`src/rcw_pkg.sv`:
```
// Constants, types and register map of the reset and configuration core
package rcw_pkg;

  // ***************************************************************
  // Widths and clock
  // ***************************************************************
  localparam int unsigned ADDR_W        = 6;
  localparam int unsigned DATA_W        = 8;
  localparam int unsigned CFG_W         = 12;
  localparam int unsigned PC_W          = 9;
  localparam int unsigned DIR_W         = 4;
  localparam int unsigned CLK_SYS_HZ    = 25_000_000;
  localparam int unsigned INT_OSC_HZ    = 4_000_000;

  // ***************************************************************
  // Register indexes and byte addresses
  // ***************************************************************
  localparam logic [ADDR_W-1:0] IDX_STATUS   = 6'h03;
  localparam logic [ADDR_W-1:0] IDX_OSC_TRIM = 6'h05;
  localparam logic [ADDR_W-1:0] IDX_CMP_CTRL = 6'h07;
  localparam logic [ADDR_W-1:0] IDX_PIN_DIR  = 6'h08;
  localparam logic [ADDR_W-1:0] ADDR_STATUS   = 6'(IDX_STATUS * 4);
  localparam logic [ADDR_W-1:0] ADDR_OSC_TRIM = 6'(IDX_OSC_TRIM * 4);
  localparam logic [ADDR_W-1:0] ADDR_CMP_CTRL = 6'(IDX_CMP_CTRL * 4);
  localparam logic [ADDR_W-1:0] ADDR_PIN_DIR  = 6'(IDX_PIN_DIR * 4);

  // ***************************************************************
  // Field positions
  // ***************************************************************
  localparam int unsigned ST_PIN_WAKE   = 7;
  localparam int unsigned ST_CMP_WAKE   = 6;
  localparam int unsigned ST_EXPIRY_N   = 4;
  localparam int unsigned ST_SLEEP_N    = 3;
  localparam int unsigned ST_ALU_MSB    = 2;
  localparam int unsigned CC_RESULT     = 7;
  localparam int unsigned CC_ENABLE     = 3;
  localparam int unsigned CC_WAKE_EN_N  = 0;
  localparam int unsigned CFG_RESET_PIN = 4;
  localparam int unsigned CFG_READ_LOCK = 3;
  localparam int unsigned CFG_WDT_EN    = 2;
  localparam logic [CFG_W-1:0] CFG_IMPL_MASK = 12'h01C;

  // ***************************************************************
  // Reset values and program addresses
  // ***************************************************************
  localparam logic [DATA_W-1:0] STATUS_POR   = 8'h18;
  localparam logic [DATA_W-1:0] OSC_TRIM_POR = 8'hFE;
  localparam logic [DATA_W-1:0] CMP_CTRL_POR = 8'hFF;
  localparam logic [DIR_W-1:0]  PIN_DIR_RST  = 4'hF;
  localparam logic [PC_W-1:0]   PC_LAST      = 9'h0FF;
  localparam logic [PC_W-1:0]   PC_START     = 9'h000;
  localparam logic [3:0]        LIT_OPCODE   = 4'hC;

  // ***************************************************************
  // Types
  // ***************************************************************
  typedef enum logic [2:0] {
    CAUSE_POWER_UP,
    CAUSE_EXT_RUN,
    CAUSE_EXT_SLEEP,
    CAUSE_WDT_RUN,
    CAUSE_WDT_SLEEP,
    CAUSE_PIN_WAKE,
    CAUSE_CMP_WAKE
  } rcw_cause_type;

  typedef enum logic [1:0] {
    SEQ_HOLD,
    SEQ_CAL,
    SEQ_RUN
  } rcw_seq_type;

  typedef struct packed {
    logic [ADDR_W-1:0] addr;
    logic [DATA_W-1:0] wdata;
    logic              wr;
    logic              rd;
  } rcw_bus_req_type;

  typedef struct packed {
    logic reset_pin_select;
    logic read_lock;
    logic watchdog_enable;
  } rcw_cfg_type;

endpackage : rcw_pkg

```
`src/rcw_cmp_wake.sv`:
```
// Comparator change detector for wake from sleep
`timescale 1ns/10ps
module rcw_cmp_wake (
  input  wire logic clk_sys_i,
  input  wire logic rst_n_i,
  input  wire logic latch_i,
  input  wire logic comparator_result_i,
  input  wire logic comparator_wake_enable_n_i,
  input  wire logic asleep_i,
  output logic      change_o
);

  logic latched_r;
  logic armed_r;

  // ***************************************************************
  // Latch on read, arm until a change is reported
  // ***************************************************************
  always_ff @(posedge clk_sys_i or negedge rst_n_i) begin
    if (!rst_n_i) begin
      latched_r <= 1'b1;
      armed_r   <= 1'b0;
    end else if (latch_i) begin
      latched_r <= comparator_result_i;
      armed_r   <= 1'b1;
    end else if (change_o) begin
      armed_r   <= 1'b0;
    end
  end

  assign change_o = armed_r && asleep_i && !comparator_wake_enable_n_i &&
                    (comparator_result_i != latched_r);

endmodule : rcw_cmp_wake

```
`src/rcw_core.sv`:
```
// Reset cause, configuration decode and wake state core
//
// Operation
// - Enabled comparator keeps running in sleep; only software disable or a reset stops it.
// - Power-up loads comparator control with all ones.
// - Comparator is powered down throughout any reset interval.
// - Configuration word is twelve bits wide and decoded into options.
// - Configuration bits 11 to 5 and 1 to 0 read as zero.
// - Bit 4 makes shared pin an external reset, else I/O with reset inactive.
// - Read protection is on when configuration bit 3 is zero.
// - Watchdog enable comes only from configuration bit 2.
// - Configuration word has no run-time address.
// - System clock comes only from the trimmed internal oscillator; here clk_sys_i is an input at CLK_SYS_HZ (25 MHz), not the 4 MHz oscillator.
// - After reset fetch calibration literal at last address, then start at zero.
// - Calibration location stays readable despite read protection.
// - Oscillator trim register value trims the oscillator.
// - Seven reset causes are told apart.
// - Some registers keep their value over all resets but power-up.
// - Registers restore on power-up and running resets and wake on pin or comparator change.
// - External or watchdog reset in sleep leaves registers untouched but pin direction, which reloads all ones.
// - Status flags are set or cleared per reset cause.
// - Power-up, running and sleeping external reset load their status patterns.
// - Watchdog expiry in sleep or running loads its status pattern.
// - Pin and comparator wake load patterns setting their wake flag.
// - Comparator wake flag sets on a change after a latching read in sleep.
//
// The implementer's own choice: the plain strobed port.
`timescale 1ns/10ps
module rcw_core (
  input  wire logic                          clk_sys_i,
  input  wire logic                          rst_n_i,
  input  wire rcw_pkg::rcw_bus_req_type      bus_req_i,
  output logic [rcw_pkg::DATA_W-1:0]         bus_rdata_o,
  input  wire logic [rcw_pkg::CFG_W-1:0]     config_word_i,
  input  wire logic                          ext_reset_pin_i,
  input  wire logic                          watchdog_expiry_i,
  input  wire logic                          pin_change_i,
  input  wire logic                          comparator_result_i,
  input  wire logic                          sleep_enter_i,
  input  wire logic [11:0]                   instr_word_i,
  input  wire logic [rcw_pkg::PC_W-1:0]      prog_rd_addr_i,
  output logic                               prog_rd_allow_o,
  output logic [rcw_pkg::PC_W-1:0]           fetch_addr_o,
  output logic [rcw_pkg::DATA_W-1:0]         cal_value_o,
  output logic                               cal_valid_o,
  output logic                               core_reset_o,
  output logic                               restore_regs_o,
  output rcw_pkg::rcw_cause_type             reset_cause_o,
  output logic                               wake_request_o,
  output logic                               asleep_o,
  output logic                               int_reset_n_o,
  output logic                               pin_io_mode_o,
  output logic                               read_lock_o,
  output logic                               watchdog_enable_o,
  output logic [rcw_pkg::CFG_W-1:0]          config_value_o,
  output logic [rcw_pkg::DATA_W-1:0]         osc_trim_o,
  output logic                               comparator_power_o,
  output logic [rcw_pkg::DATA_W-2:0]         comparator_control_o,
  output logic [rcw_pkg::DIR_W-1:0]          pin_direction_o
);

  rcw_pkg::rcw_seq_type              seq_r;
  rcw_pkg::rcw_cause_type            cause_r;
  rcw_pkg::rcw_cause_type            cause_nxt;
  rcw_pkg::rcw_cfg_type              cfg_r;
  logic                              cfg_loaded_r;
  logic [rcw_pkg::CFG_W-1:0]         cfg_word_r;
  logic                              asleep_r;
  logic [rcw_pkg::DATA_W-1:0]        status_r;
  logic [rcw_pkg::DATA_W-1:0]        osc_trim_r;
  logic [rcw_pkg::DATA_W-2:0]        cmp_ctrl_r;
  logic [rcw_pkg::DIR_W-1:0]         pin_dir_r;
  logic [rcw_pkg::DATA_W-1:0]        rdata_r;
  logic [rcw_pkg::PC_W-1:0]          pc_r;
  logic [rcw_pkg::DATA_W-1:0]        cal_r;
  logic                              cal_valid_r;
  logic                              restore_r;
  logic                              ext_low;
  logic                              wdt_hit;
  logic                              pin_hit;
  logic                              cmp_hit;
  logic                              reset_evt;
  logic                              running;
  logic                              cmp_latch;

  localparam int unsigned ST_PIN_WAKE_L = rcw_pkg::ST_PIN_WAKE;
  localparam int unsigned ST_CMP_WAKE_L = rcw_pkg::ST_CMP_WAKE;

  // ***************************************************************
  // Configuration capture after power-up release
  // ***************************************************************
  always_ff @(posedge clk_sys_i or negedge rst_n_i) begin
    if (!rst_n_i) begin
      cfg_loaded_r <= 1'b0;
      cfg_word_r   <= '0;
      cfg_r        <= '0;
    end else if (!cfg_loaded_r) begin
      cfg_loaded_r           <= 1'b1;
      cfg_word_r             <= config_word_i & rcw_pkg::CFG_IMPL_MASK;
      cfg_r.reset_pin_select <= config_word_i[rcw_pkg::CFG_RESET_PIN];
      cfg_r.read_lock        <= !config_word_i[rcw_pkg::CFG_READ_LOCK];
      cfg_r.watchdog_enable  <= config_word_i[rcw_pkg::CFG_WDT_EN];
    end
  end

  assign config_value_o    = cfg_word_r;
  assign read_lock_o       = cfg_r.read_lock;
  assign watchdog_enable_o = cfg_r.watchdog_enable;
  assign pin_io_mode_o     = !cfg_r.reset_pin_select;
  assign int_reset_n_o     = cfg_r.reset_pin_select ? ext_reset_pin_i : 1'b1;
  assign prog_rd_allow_o   = !cfg_r.read_lock ||
                             (prog_rd_addr_i == rcw_pkg::PC_LAST);

  // ***************************************************************
  // Reset cause detection
  // ***************************************************************
  assign running   = (seq_r != rcw_pkg::SEQ_HOLD);
  assign ext_low   = cfg_loaded_r && cfg_r.reset_pin_select && !ext_reset_pin_i;
  assign wdt_hit   = watchdog_expiry_i && cfg_r.watchdog_enable;
  assign pin_hit   = pin_change_i && asleep_r;
  assign reset_evt = running && (ext_low || wdt_hit || pin_hit || cmp_hit);
  assign wake_request_o = running && asleep_r && (pin_hit || cmp_hit);

  always_comb begin
    if (ext_low) begin
      cause_nxt = asleep_r ? rcw_pkg::CAUSE_EXT_SLEEP : rcw_pkg::CAUSE_EXT_RUN;
    end else if (wdt_hit) begin
      cause_nxt = asleep_r ? rcw_pkg::CAUSE_WDT_SLEEP : rcw_pkg::CAUSE_WDT_RUN;
    end else if (pin_hit) begin
      cause_nxt = rcw_pkg::CAUSE_PIN_WAKE;
    end else begin
      cause_nxt = rcw_pkg::CAUSE_CMP_WAKE;
    end
  end

  always_ff @(posedge clk_sys_i or negedge rst_n_i) begin
    if (!rst_n_i) begin
      cause_r <= rcw_pkg::CAUSE_POWER_UP;
    end else if (reset_evt) begin
      cause_r <= cause_nxt;
    end
  end

  always_ff @(posedge clk_sys_i or negedge rst_n_i) begin
    if (!rst_n_i) begin
      restore_r <= 1'b0;
    end else begin
      restore_r <= reset_evt && (cause_nxt != rcw_pkg::CAUSE_EXT_SLEEP) &&
                   (cause_nxt != rcw_pkg::CAUSE_WDT_SLEEP);
    end
  end

  // ***************************************************************
  // Sleep state
  // ***************************************************************
  always_ff @(posedge clk_sys_i or negedge rst_n_i) begin
    if (!rst_n_i) begin
      asleep_r <= 1'b0;
    end else if (reset_evt) begin
      asleep_r <= 1'b0;
    end else if (sleep_enter_i && seq_r == rcw_pkg::SEQ_RUN) begin
      asleep_r <= 1'b1;
    end
  end

  // ***************************************************************
  // Reset vector sequencer
  // ***************************************************************
  always_ff @(posedge clk_sys_i or negedge rst_n_i) begin
    if (!rst_n_i) begin
      seq_r <= rcw_pkg::SEQ_HOLD;
    end else begin
      case (seq_r)
        rcw_pkg::SEQ_HOLD: begin
          if (cfg_loaded_r && !ext_low) begin
            seq_r <= rcw_pkg::SEQ_CAL;
          end
        end
        rcw_pkg::SEQ_CAL: begin
          seq_r <= reset_evt ? rcw_pkg::SEQ_HOLD : rcw_pkg::SEQ_RUN;
        end
        default: begin
          if (reset_evt) begin
            seq_r <= rcw_pkg::SEQ_HOLD;
          end
        end
      endcase
    end
  end

  always_ff @(posedge clk_sys_i or negedge rst_n_i) begin
    if (!rst_n_i) begin
      pc_r <= rcw_pkg::PC_LAST;
    end else if (seq_r == rcw_pkg::SEQ_HOLD) begin
      pc_r <= rcw_pkg::PC_LAST;
    end else if (seq_r == rcw_pkg::SEQ_CAL) begin
      pc_r <= rcw_pkg::PC_START;
    end
  end

  always_ff @(posedge clk_sys_i or negedge rst_n_i) begin
    if (!rst_n_i) begin
      cal_r       <= '0;
      cal_valid_r <= 1'b0;
    end else if (seq_r == rcw_pkg::SEQ_HOLD) begin
      cal_valid_r <= 1'b0;
    end else if (seq_r == rcw_pkg::SEQ_CAL) begin
      if (instr_word_i[11:8] == rcw_pkg::LIT_OPCODE) begin
        cal_r       <= instr_word_i[7:0];
        cal_valid_r <= 1'b1;
      end
    end
  end

  // ***************************************************************
  // Core status register
  // ***************************************************************
  always_ff @(posedge clk_sys_i or negedge rst_n_i) begin
    if (!rst_n_i) begin
      status_r <= rcw_pkg::STATUS_POR;
    end else if (reset_evt) begin
      status_r[ST_PIN_WAKE_L:ST_CMP_WAKE_L] <= 2'h0;
      case (cause_nxt)
        rcw_pkg::CAUSE_EXT_SLEEP: begin
          status_r[rcw_pkg::ST_EXPIRY_N] <= 1'b1;
          status_r[rcw_pkg::ST_SLEEP_N]  <= 1'b0;
        end
        rcw_pkg::CAUSE_WDT_SLEEP: begin
          status_r[rcw_pkg::ST_EXPIRY_N] <= 1'b0;
          status_r[rcw_pkg::ST_SLEEP_N]  <= 1'b0;
        end
        rcw_pkg::CAUSE_WDT_RUN: begin
          status_r[rcw_pkg::ST_EXPIRY_N] <= 1'b0;
        end
        rcw_pkg::CAUSE_PIN_WAKE: begin
          status_r[rcw_pkg::ST_PIN_WAKE] <= 1'b1;
          status_r[rcw_pkg::ST_EXPIRY_N] <= 1'b1;
          status_r[rcw_pkg::ST_SLEEP_N]  <= 1'b0;
        end
        rcw_pkg::CAUSE_CMP_WAKE: begin
          status_r[rcw_pkg::ST_CMP_WAKE] <= 1'b1;
          status_r[rcw_pkg::ST_EXPIRY_N] <= 1'b1;
          status_r[rcw_pkg::ST_SLEEP_N]  <= 1'b0;
        end
        default: begin
        end
      endcase
    end else if (sleep_enter_i && seq_r == rcw_pkg::SEQ_RUN && !asleep_r) begin
      status_r[rcw_pkg::ST_EXPIRY_N] <= 1'b1;
      status_r[rcw_pkg::ST_SLEEP_N]  <= 1'b0;
    end else if (bus_req_i.wr && bus_req_i.addr == rcw_pkg::ADDR_STATUS) begin
      status_r[ST_PIN_WAKE_L:ST_CMP_WAKE_L] <= bus_req_i.wdata[ST_PIN_WAKE_L:ST_CMP_WAKE_L];
      status_r[rcw_pkg::ST_ALU_MSB:0]       <= bus_req_i.wdata[rcw_pkg::ST_ALU_MSB:0];
    end
  end

  // ***************************************************************
  // Trim, comparator and pin direction registers
  // ***************************************************************
  always_ff @(posedge clk_sys_i or negedge rst_n_i) begin
    if (!rst_n_i) begin
      osc_trim_r <= rcw_pkg::OSC_TRIM_POR;
    end else if (bus_req_i.wr && bus_req_i.addr == rcw_pkg::ADDR_OSC_TRIM) begin
      osc_trim_r <= bus_req_i.wdata;
    end
  end

  always_ff @(posedge clk_sys_i or negedge rst_n_i) begin
    if (!rst_n_i) begin
      cmp_ctrl_r <= rcw_pkg::CMP_CTRL_POR[rcw_pkg::DATA_W-2:0];
    end else if (bus_req_i.wr && bus_req_i.addr == rcw_pkg::ADDR_CMP_CTRL) begin
      cmp_ctrl_r <= bus_req_i.wdata[rcw_pkg::DATA_W-2:0];
    end
  end

  always_ff @(posedge clk_sys_i or negedge rst_n_i) begin
    if (!rst_n_i) begin
      pin_dir_r <= rcw_pkg::PIN_DIR_RST;
    end else if (seq_r == rcw_pkg::SEQ_HOLD) begin
      pin_dir_r <= rcw_pkg::PIN_DIR_RST;
    end else if (bus_req_i.wr && bus_req_i.addr == rcw_pkg::ADDR_PIN_DIR) begin
      pin_dir_r <= bus_req_i.wdata[rcw_pkg::DIR_W-1:0];
    end
  end

  assign osc_trim_o           = osc_trim_r;
  assign comparator_control_o = cmp_ctrl_r;
  assign comparator_power_o   = cmp_ctrl_r[rcw_pkg::CC_ENABLE] && running;
  assign pin_direction_o      = pin_dir_r;

  // ***************************************************************
  // Comparator wake detector
  // ***************************************************************
  assign cmp_latch = bus_req_i.rd && bus_req_i.addr == rcw_pkg::ADDR_CMP_CTRL;

  rcw_cmp_wake u_cmp_wake (
    .clk_sys_i                  (clk_sys_i),
    .rst_n_i                    (rst_n_i),
    .latch_i                    (cmp_latch),
    .comparator_result_i        (comparator_result_i),
    .comparator_wake_enable_n_i (cmp_ctrl_r[rcw_pkg::CC_WAKE_EN_N]),
    .asleep_i                   (asleep_r),
    .change_o                   (cmp_hit)
  );

  // ***************************************************************
  // Register read port
  // ***************************************************************
  always_ff @(posedge clk_sys_i or negedge rst_n_i) begin
    if (!rst_n_i) begin
      rdata_r <= '0;
    end else if (bus_req_i.rd) begin
      if (bus_req_i.addr == rcw_pkg::ADDR_STATUS) begin
        rdata_r <= status_r & 8'hDF;
      end else if (bus_req_i.addr == rcw_pkg::ADDR_OSC_TRIM) begin
        rdata_r <= osc_trim_r;
      end else if (bus_req_i.addr == rcw_pkg::ADDR_CMP_CTRL) begin
        rdata_r <= {comparator_result_i, cmp_ctrl_r};
      end else begin
        rdata_r <= '0;
      end
    end else begin
      rdata_r <= '0;
    end
  end

  assign bus_rdata_o    = rdata_r;
  assign fetch_addr_o   = pc_r;
  assign cal_value_o    = cal_r;
  assign cal_valid_o    = cal_valid_r;
  assign core_reset_o   = !running;
  assign restore_regs_o = restore_r;
  assign reset_cause_o  = cause_r;
  assign asleep_o       = asleep_r;

  // ***************************************************************
  // Assertions
  // ***************************************************************
  property p_cmp_sleep;
    @(posedge clk_sys_i) disable iff (!rst_n_i)
    (asleep_r && cmp_ctrl_r[rcw_pkg::CC_ENABLE] && running) |-> comparator_power_o;
  endproperty
  a_cmp_sleep: assert property (p_cmp_sleep) else $error("comparator off in sleep");

  property p_cmp_reset;
    @(posedge clk_sys_i) disable iff (!rst_n_i)
    core_reset_o |-> !comparator_power_o;
  endproperty
  a_cmp_reset: assert property (p_cmp_reset) else $error("comparator on in reset");

  property p_cfg_zero;
    @(posedge clk_sys_i) disable iff (!rst_n_i)
    (config_value_o & ~rcw_pkg::CFG_IMPL_MASK) == 12'h000;
  endproperty
  a_cfg_zero: assert property (p_cfg_zero) else $error("unused config bit set");

  property p_lock;
    @(posedge clk_sys_i) disable iff (!rst_n_i)
    cfg_loaded_r |-> (read_lock_o == !config_value_o[rcw_pkg::CFG_READ_LOCK]);
  endproperty
  a_lock: assert property (p_lock) else $error("read lock polarity wrong");

  property p_wdt_off;
    @(posedge clk_sys_i) disable iff (!rst_n_i)
    (seq_r == rcw_pkg::SEQ_RUN && watchdog_expiry_i && !watchdog_enable_o &&
     !ext_low && !pin_hit && !cmp_hit) |=> (seq_r == rcw_pkg::SEQ_RUN);
  endproperty
  a_wdt_off: assert property (p_wdt_off) else $error("disabled watchdog reset");

  property p_cal_seq;
    @(posedge clk_sys_i) disable iff (!rst_n_i)
    (seq_r == rcw_pkg::SEQ_CAL) |-> (fetch_addr_o == rcw_pkg::PC_LAST)
      ##1 (fetch_addr_o == rcw_pkg::PC_START);
  endproperty
  a_cal_seq: assert property (p_cal_seq) else $error("reset vector order wrong");

  property p_ext_sleep;
    @(posedge clk_sys_i) disable iff (!rst_n_i)
    (reset_evt && ext_low && asleep_r) |=> (status_r[7:3] == 5'h02);
  endproperty
  a_ext_sleep: assert property (p_ext_sleep) else $error("sleep reset status wrong");

  property p_pin_wake;
    @(posedge clk_sys_i) disable iff (!rst_n_i)
    (reset_evt && cause_nxt == rcw_pkg::CAUSE_PIN_WAKE) |=> (status_r[7:3] == 5'h12);
  endproperty
  a_pin_wake: assert property (p_pin_wake) else $error("pin wake status wrong");

  property p_keep_sleep;
    @(posedge clk_sys_i) disable iff (!rst_n_i)
    (reset_evt && (cause_nxt == rcw_pkg::CAUSE_EXT_SLEEP ||
     cause_nxt == rcw_pkg::CAUSE_WDT_SLEEP)) |=> !restore_regs_o;
  endproperty
  a_keep_sleep: assert property (p_keep_sleep) else $error("sleep reset restored");

  property p_wake_req;
    @(posedge clk_sys_i) disable iff (!rst_n_i)
    wake_request_o |=> core_reset_o ##1 (seq_r != rcw_pkg::SEQ_RUN);
  endproperty
  a_wake_req: assert property (p_wake_req) else $error("wake did not reset core");

endmodule : rcw_core

```
`config.mk`:
```
export PLATFORM = sky130hd
export DESIGN_NAME = rcw_core
export DESIGN_NICKNAME = d
export VERILOG_FILES = /design/src/rcw_pkg.sv /design/src/rcw_cmp_wake.sv /design/src/rcw_core.sv
export SDC_FILE = /design/constraint.sdc
export NUM_CORES = 1
export LEC_CHECK = 0
export ABC_AREA = 0
export BUFFER_PORTS_ARGS = -buffer_cell sky130_fd_sc_hd__buf_2
export CORE_AREA = 2 2 81 83
export DETAILED_ROUTE_END_ITERATION = 16
export DIE_AREA = 0 0 83 85
export GPL_TIMING_DRIVEN = 0
export PLACE_DENSITY = 0.77
export SETUP_SLACK_MARGIN = 0.02
export SYNTH_ARGS = -nofsm -noshare
export SYNTH_HDL_FRONTEND = slang
export SYNTH_SLANG_ARGS = --single-unit
```
`constraint.sdc`:
```
create_clock -name clk_sys_i -period 2.3 [get_ports clk_sys_i]
set_input_delay 0.23 -clock clk_sys_i [delete_from_list [all_inputs] [get_ports clk_sys_i]]
set_output_delay 0.23 -clock clk_sys_i [all_outputs]
set_load 0.01 [all_outputs]
```
==> flow_summary.toml <==
[run_status]
status = "finished with violations"
violations = "hold timing"

[floorplan]
rows = 29
start_util_pct = 43.9
core_region_area_um2 = 6200
die_width_um = 83
ios = 126
die_h_um = 85
dieArea_um2 = 7060

[detailed_routing]
wl_per_cell_um = 13.9
totalWireLength_um = 5910
drt_pre_antenna_iters = 4
ant_nets = 0
vias = 2089
drt-vias-per-instance = 4.90
dr.first_iter.drc_count = 98
drc = 0

[timing]
rsz0062_at_grt = "false"
drv_slew = 0
post-route-period-util_pct = 87.0
worst_pin_slew_ns = 0.720
final-hold-violation-count = 36
setup_viol = 0
finClkSkew_ns = 0.00604
finalCriticalPeriod_ns = 2.00
setup-tns-final_ns = 0
relSlewSlack_pct = 52.0
worst_hold_slack_ns = -0.0504
max_freq_mhz = 499

[synth]
synth_cell_type_count = 50
synth_area_leaders = "dfrtp_1 (33%), dfstp_2 (21%), mux2_2 (11%)"
synth_common_cells = "dfrtp_1 (36), mux2_2 (27), dfstp_2 (22), buf_4 (21), nand2_1 (21)"
syn_inst = 218
async_flop_share_pct = 100
synth_edf_count = 0
synth_top_area_cell = "dfrtp_1"
synth_warnings = 0
synthFlopType = "dfrtp_1"
seq_area_frac_synth_pct = 54.3
synth_top_area_share_pct = 33.1
ys_ff_latch = 58
mappedNetlistArea_um2 = 2720
yosysMostFrequentCell = "dfrtp_1"
syn_area_per_cell_um2 = 12.5

[clock_network]
clockBufferDepth = 2
cts.sinks = 58
cts_made_buffers = 9
clkLatencyLatePin_ns = 0.32
post_cts_buffers = 0
cts_resized = 0
root_buffer = "clkbuf_8"
clkTransAtPathRegs_ns = 0.07
cts_hold_buf = 0
cts_tree = "done"
h-tree-depth = 3

[worst_setup_path]
crit_path_end_kind = "output pin"
critical_path_class = "reg2out"
critPathLaunchType = "flop"
r2r_slack_ns = 0.47
arrival_ns = 1.77
cp_max_fo = 7
r2r_cells = 5
cp.required_ns = 2.07

[global_routing]
grt_start_max_net_pins = 59
grt_use_total_pct = 17.3
grt_pass1_vias = 2042
top_usage_layer = "met2"
grt_pass1_wl_um = 9750
grt_use_met2_pct = 28.7
use_met1_pct = 22.0
grt.overflow.total = 0
grt_antenna_before_repair = 0
use_met3_pct = 4.57

[layout]
fin_util_pct = 58.4
area_delta_synth_final_pct = 33.1
n_antenna_cell = 0
layout.nets = 400
drive_above_1_share_pct = 60.2
n_fill_cell = 533

[power]
peakVddDrop_uv = 572
pwr_density_cell_nw_per_um2 = 960
leakage_uw = 0.00188

[min_path]
min_path_type = "in2async"

[placed_design]
io_buffers = 106
dpl.hpwl_um = 4360
gp_congestion = 0.798

[job]
cap_violations = 0
[worst max-delay path, cell delays in order, from the launching register on]
cell and delay (ns):
dfstp_2 0.54, xor2_1 0.14, nand4b_1 0.34, a21oi_1 0.28, buf_2 0.16
[layer usage]
metal	wire (um)	up-vias
met2	2970	76
li1	-	992
met5	0	-
met3	412	6
met4	65	0
met1	2460	1015
[per-stage QoR]
stage	std cells	instance area [um^2]	setup slack (ns)	power (uW)	hold slack, ns
after floorplan	227	2760	0.673	2010	-0.0656
after detailed placement	410	3380	0.495	2410	0.431
after global placement	410	3380	0.537	2380	0.427
final	426	3620	0.298	3480	-0.0504
after CTS	426	3620	0.313	3510	0.0806
after global routing	426	3620	0.220	3680	0.00413
[logic make-up (layout without fill, tap and decap cells)]
logic type | Yosys count | after routing | share of synthesized area, %
buffers and inverters | 30 | 152 | 7.72
AOI/OAI and AO/OA | 31 | 31 | 8.36
muxes | 36 | 36 | 15.0
and+or+nand+nor | 60 | 60 | 14.0
xor gates and xnor gates | 1 | 1 | 0.322
other | 2 | 11 | 0.276
DFF | 58 | 58 | 54.3
[final timing paths]
check / to / from
max: wake_request_o / u_cmp_wake.latched_r$_DFFE_PN1P_
min in group clk_sys_i: read_lock_o$_DFFE_PN0N_ / config_word_i[3]
min reg2reg: reset_cause_o[0]$_DFFE_PN0P_ / reset_cause_o[0]$_DFFE_PN0P_
min: bus_rdata_o[1]$_DFF_PN0_ / rst_n_i
max in group asynchronous: reset_cause_o[0]$_DFFE_PN0P_ / rst_n_i
max reg2reg: status_r[2]$_DFFE_PN0P_ / u_cmp_wake.latched_r$_DFFE_PN1P_
[layout make-up]
type / count / area, um^2 / share of cell area [%]
plain buffers: 25 / 191 / 5.28
clock buffers: 12 / 165 / 4.56
clock inverters: 4 / 72.6 / 2.00
inverters: 5 / 18.8 / 0.518
multi-input cells: 139 / 1070 / 29.5
flip-flops and latches: 58 / 1480 / 40.8
well taps: 77 / 96.3 / 2.66
repair buffers: 106 / 533 / 14.7
[registers in the layout, summed over array words and instances (netlist names)]
name / flops
pin_direction_o: 4
read_lock_o: 1
status_r: 7
u_cmp_wake.armed_r: 1
seq_r: 2
bus_rdata_o: 8
restore_regs_o: 1
cal_value_o: 8
asleep_o: 1
config_value_o: 2
reset_cause_o: 3
cfg_loaded_r: 1
comparator_control_o: 7
u_cmp_wake.latched_r: 1
osc_trim_o: 8
cal_valid_o: 1
cfg_r: 1
fetch_addr_o: 1
[placed cells by master, fill, tap and decap left out, types with 2 or more instances in the layout]
cell       count
buf_2        106
dfrtp_1       36
mux2_2        27
buf_4         22
dfstp_2       22
nand2_1       21
clkbuf_8      13
conb_1        11
o21ai_0       10
a222oi_1       7
nor2b_1        7
mux2i_1        6
nor2_1         5
inv_1          4
a21oi_1        4
nand3_1        4
mux2_4         3
nor2_4         2
a21o_1         2
and2_1         2
nand2_4        2
bufinv_16      2
[power by group]
part / internal, uW / total [uW] / switching, uW / leakage [uW]
sequential: 1260 / 1410 / 145 / 0.000698
combinational: 479 / 982 / 503 / 0.00107
clock: 697 / 1090 / 389 / 0.000119
total: 2440 / 3480 / 1040 / 0.00188
(Power assumes the default switching activity.)
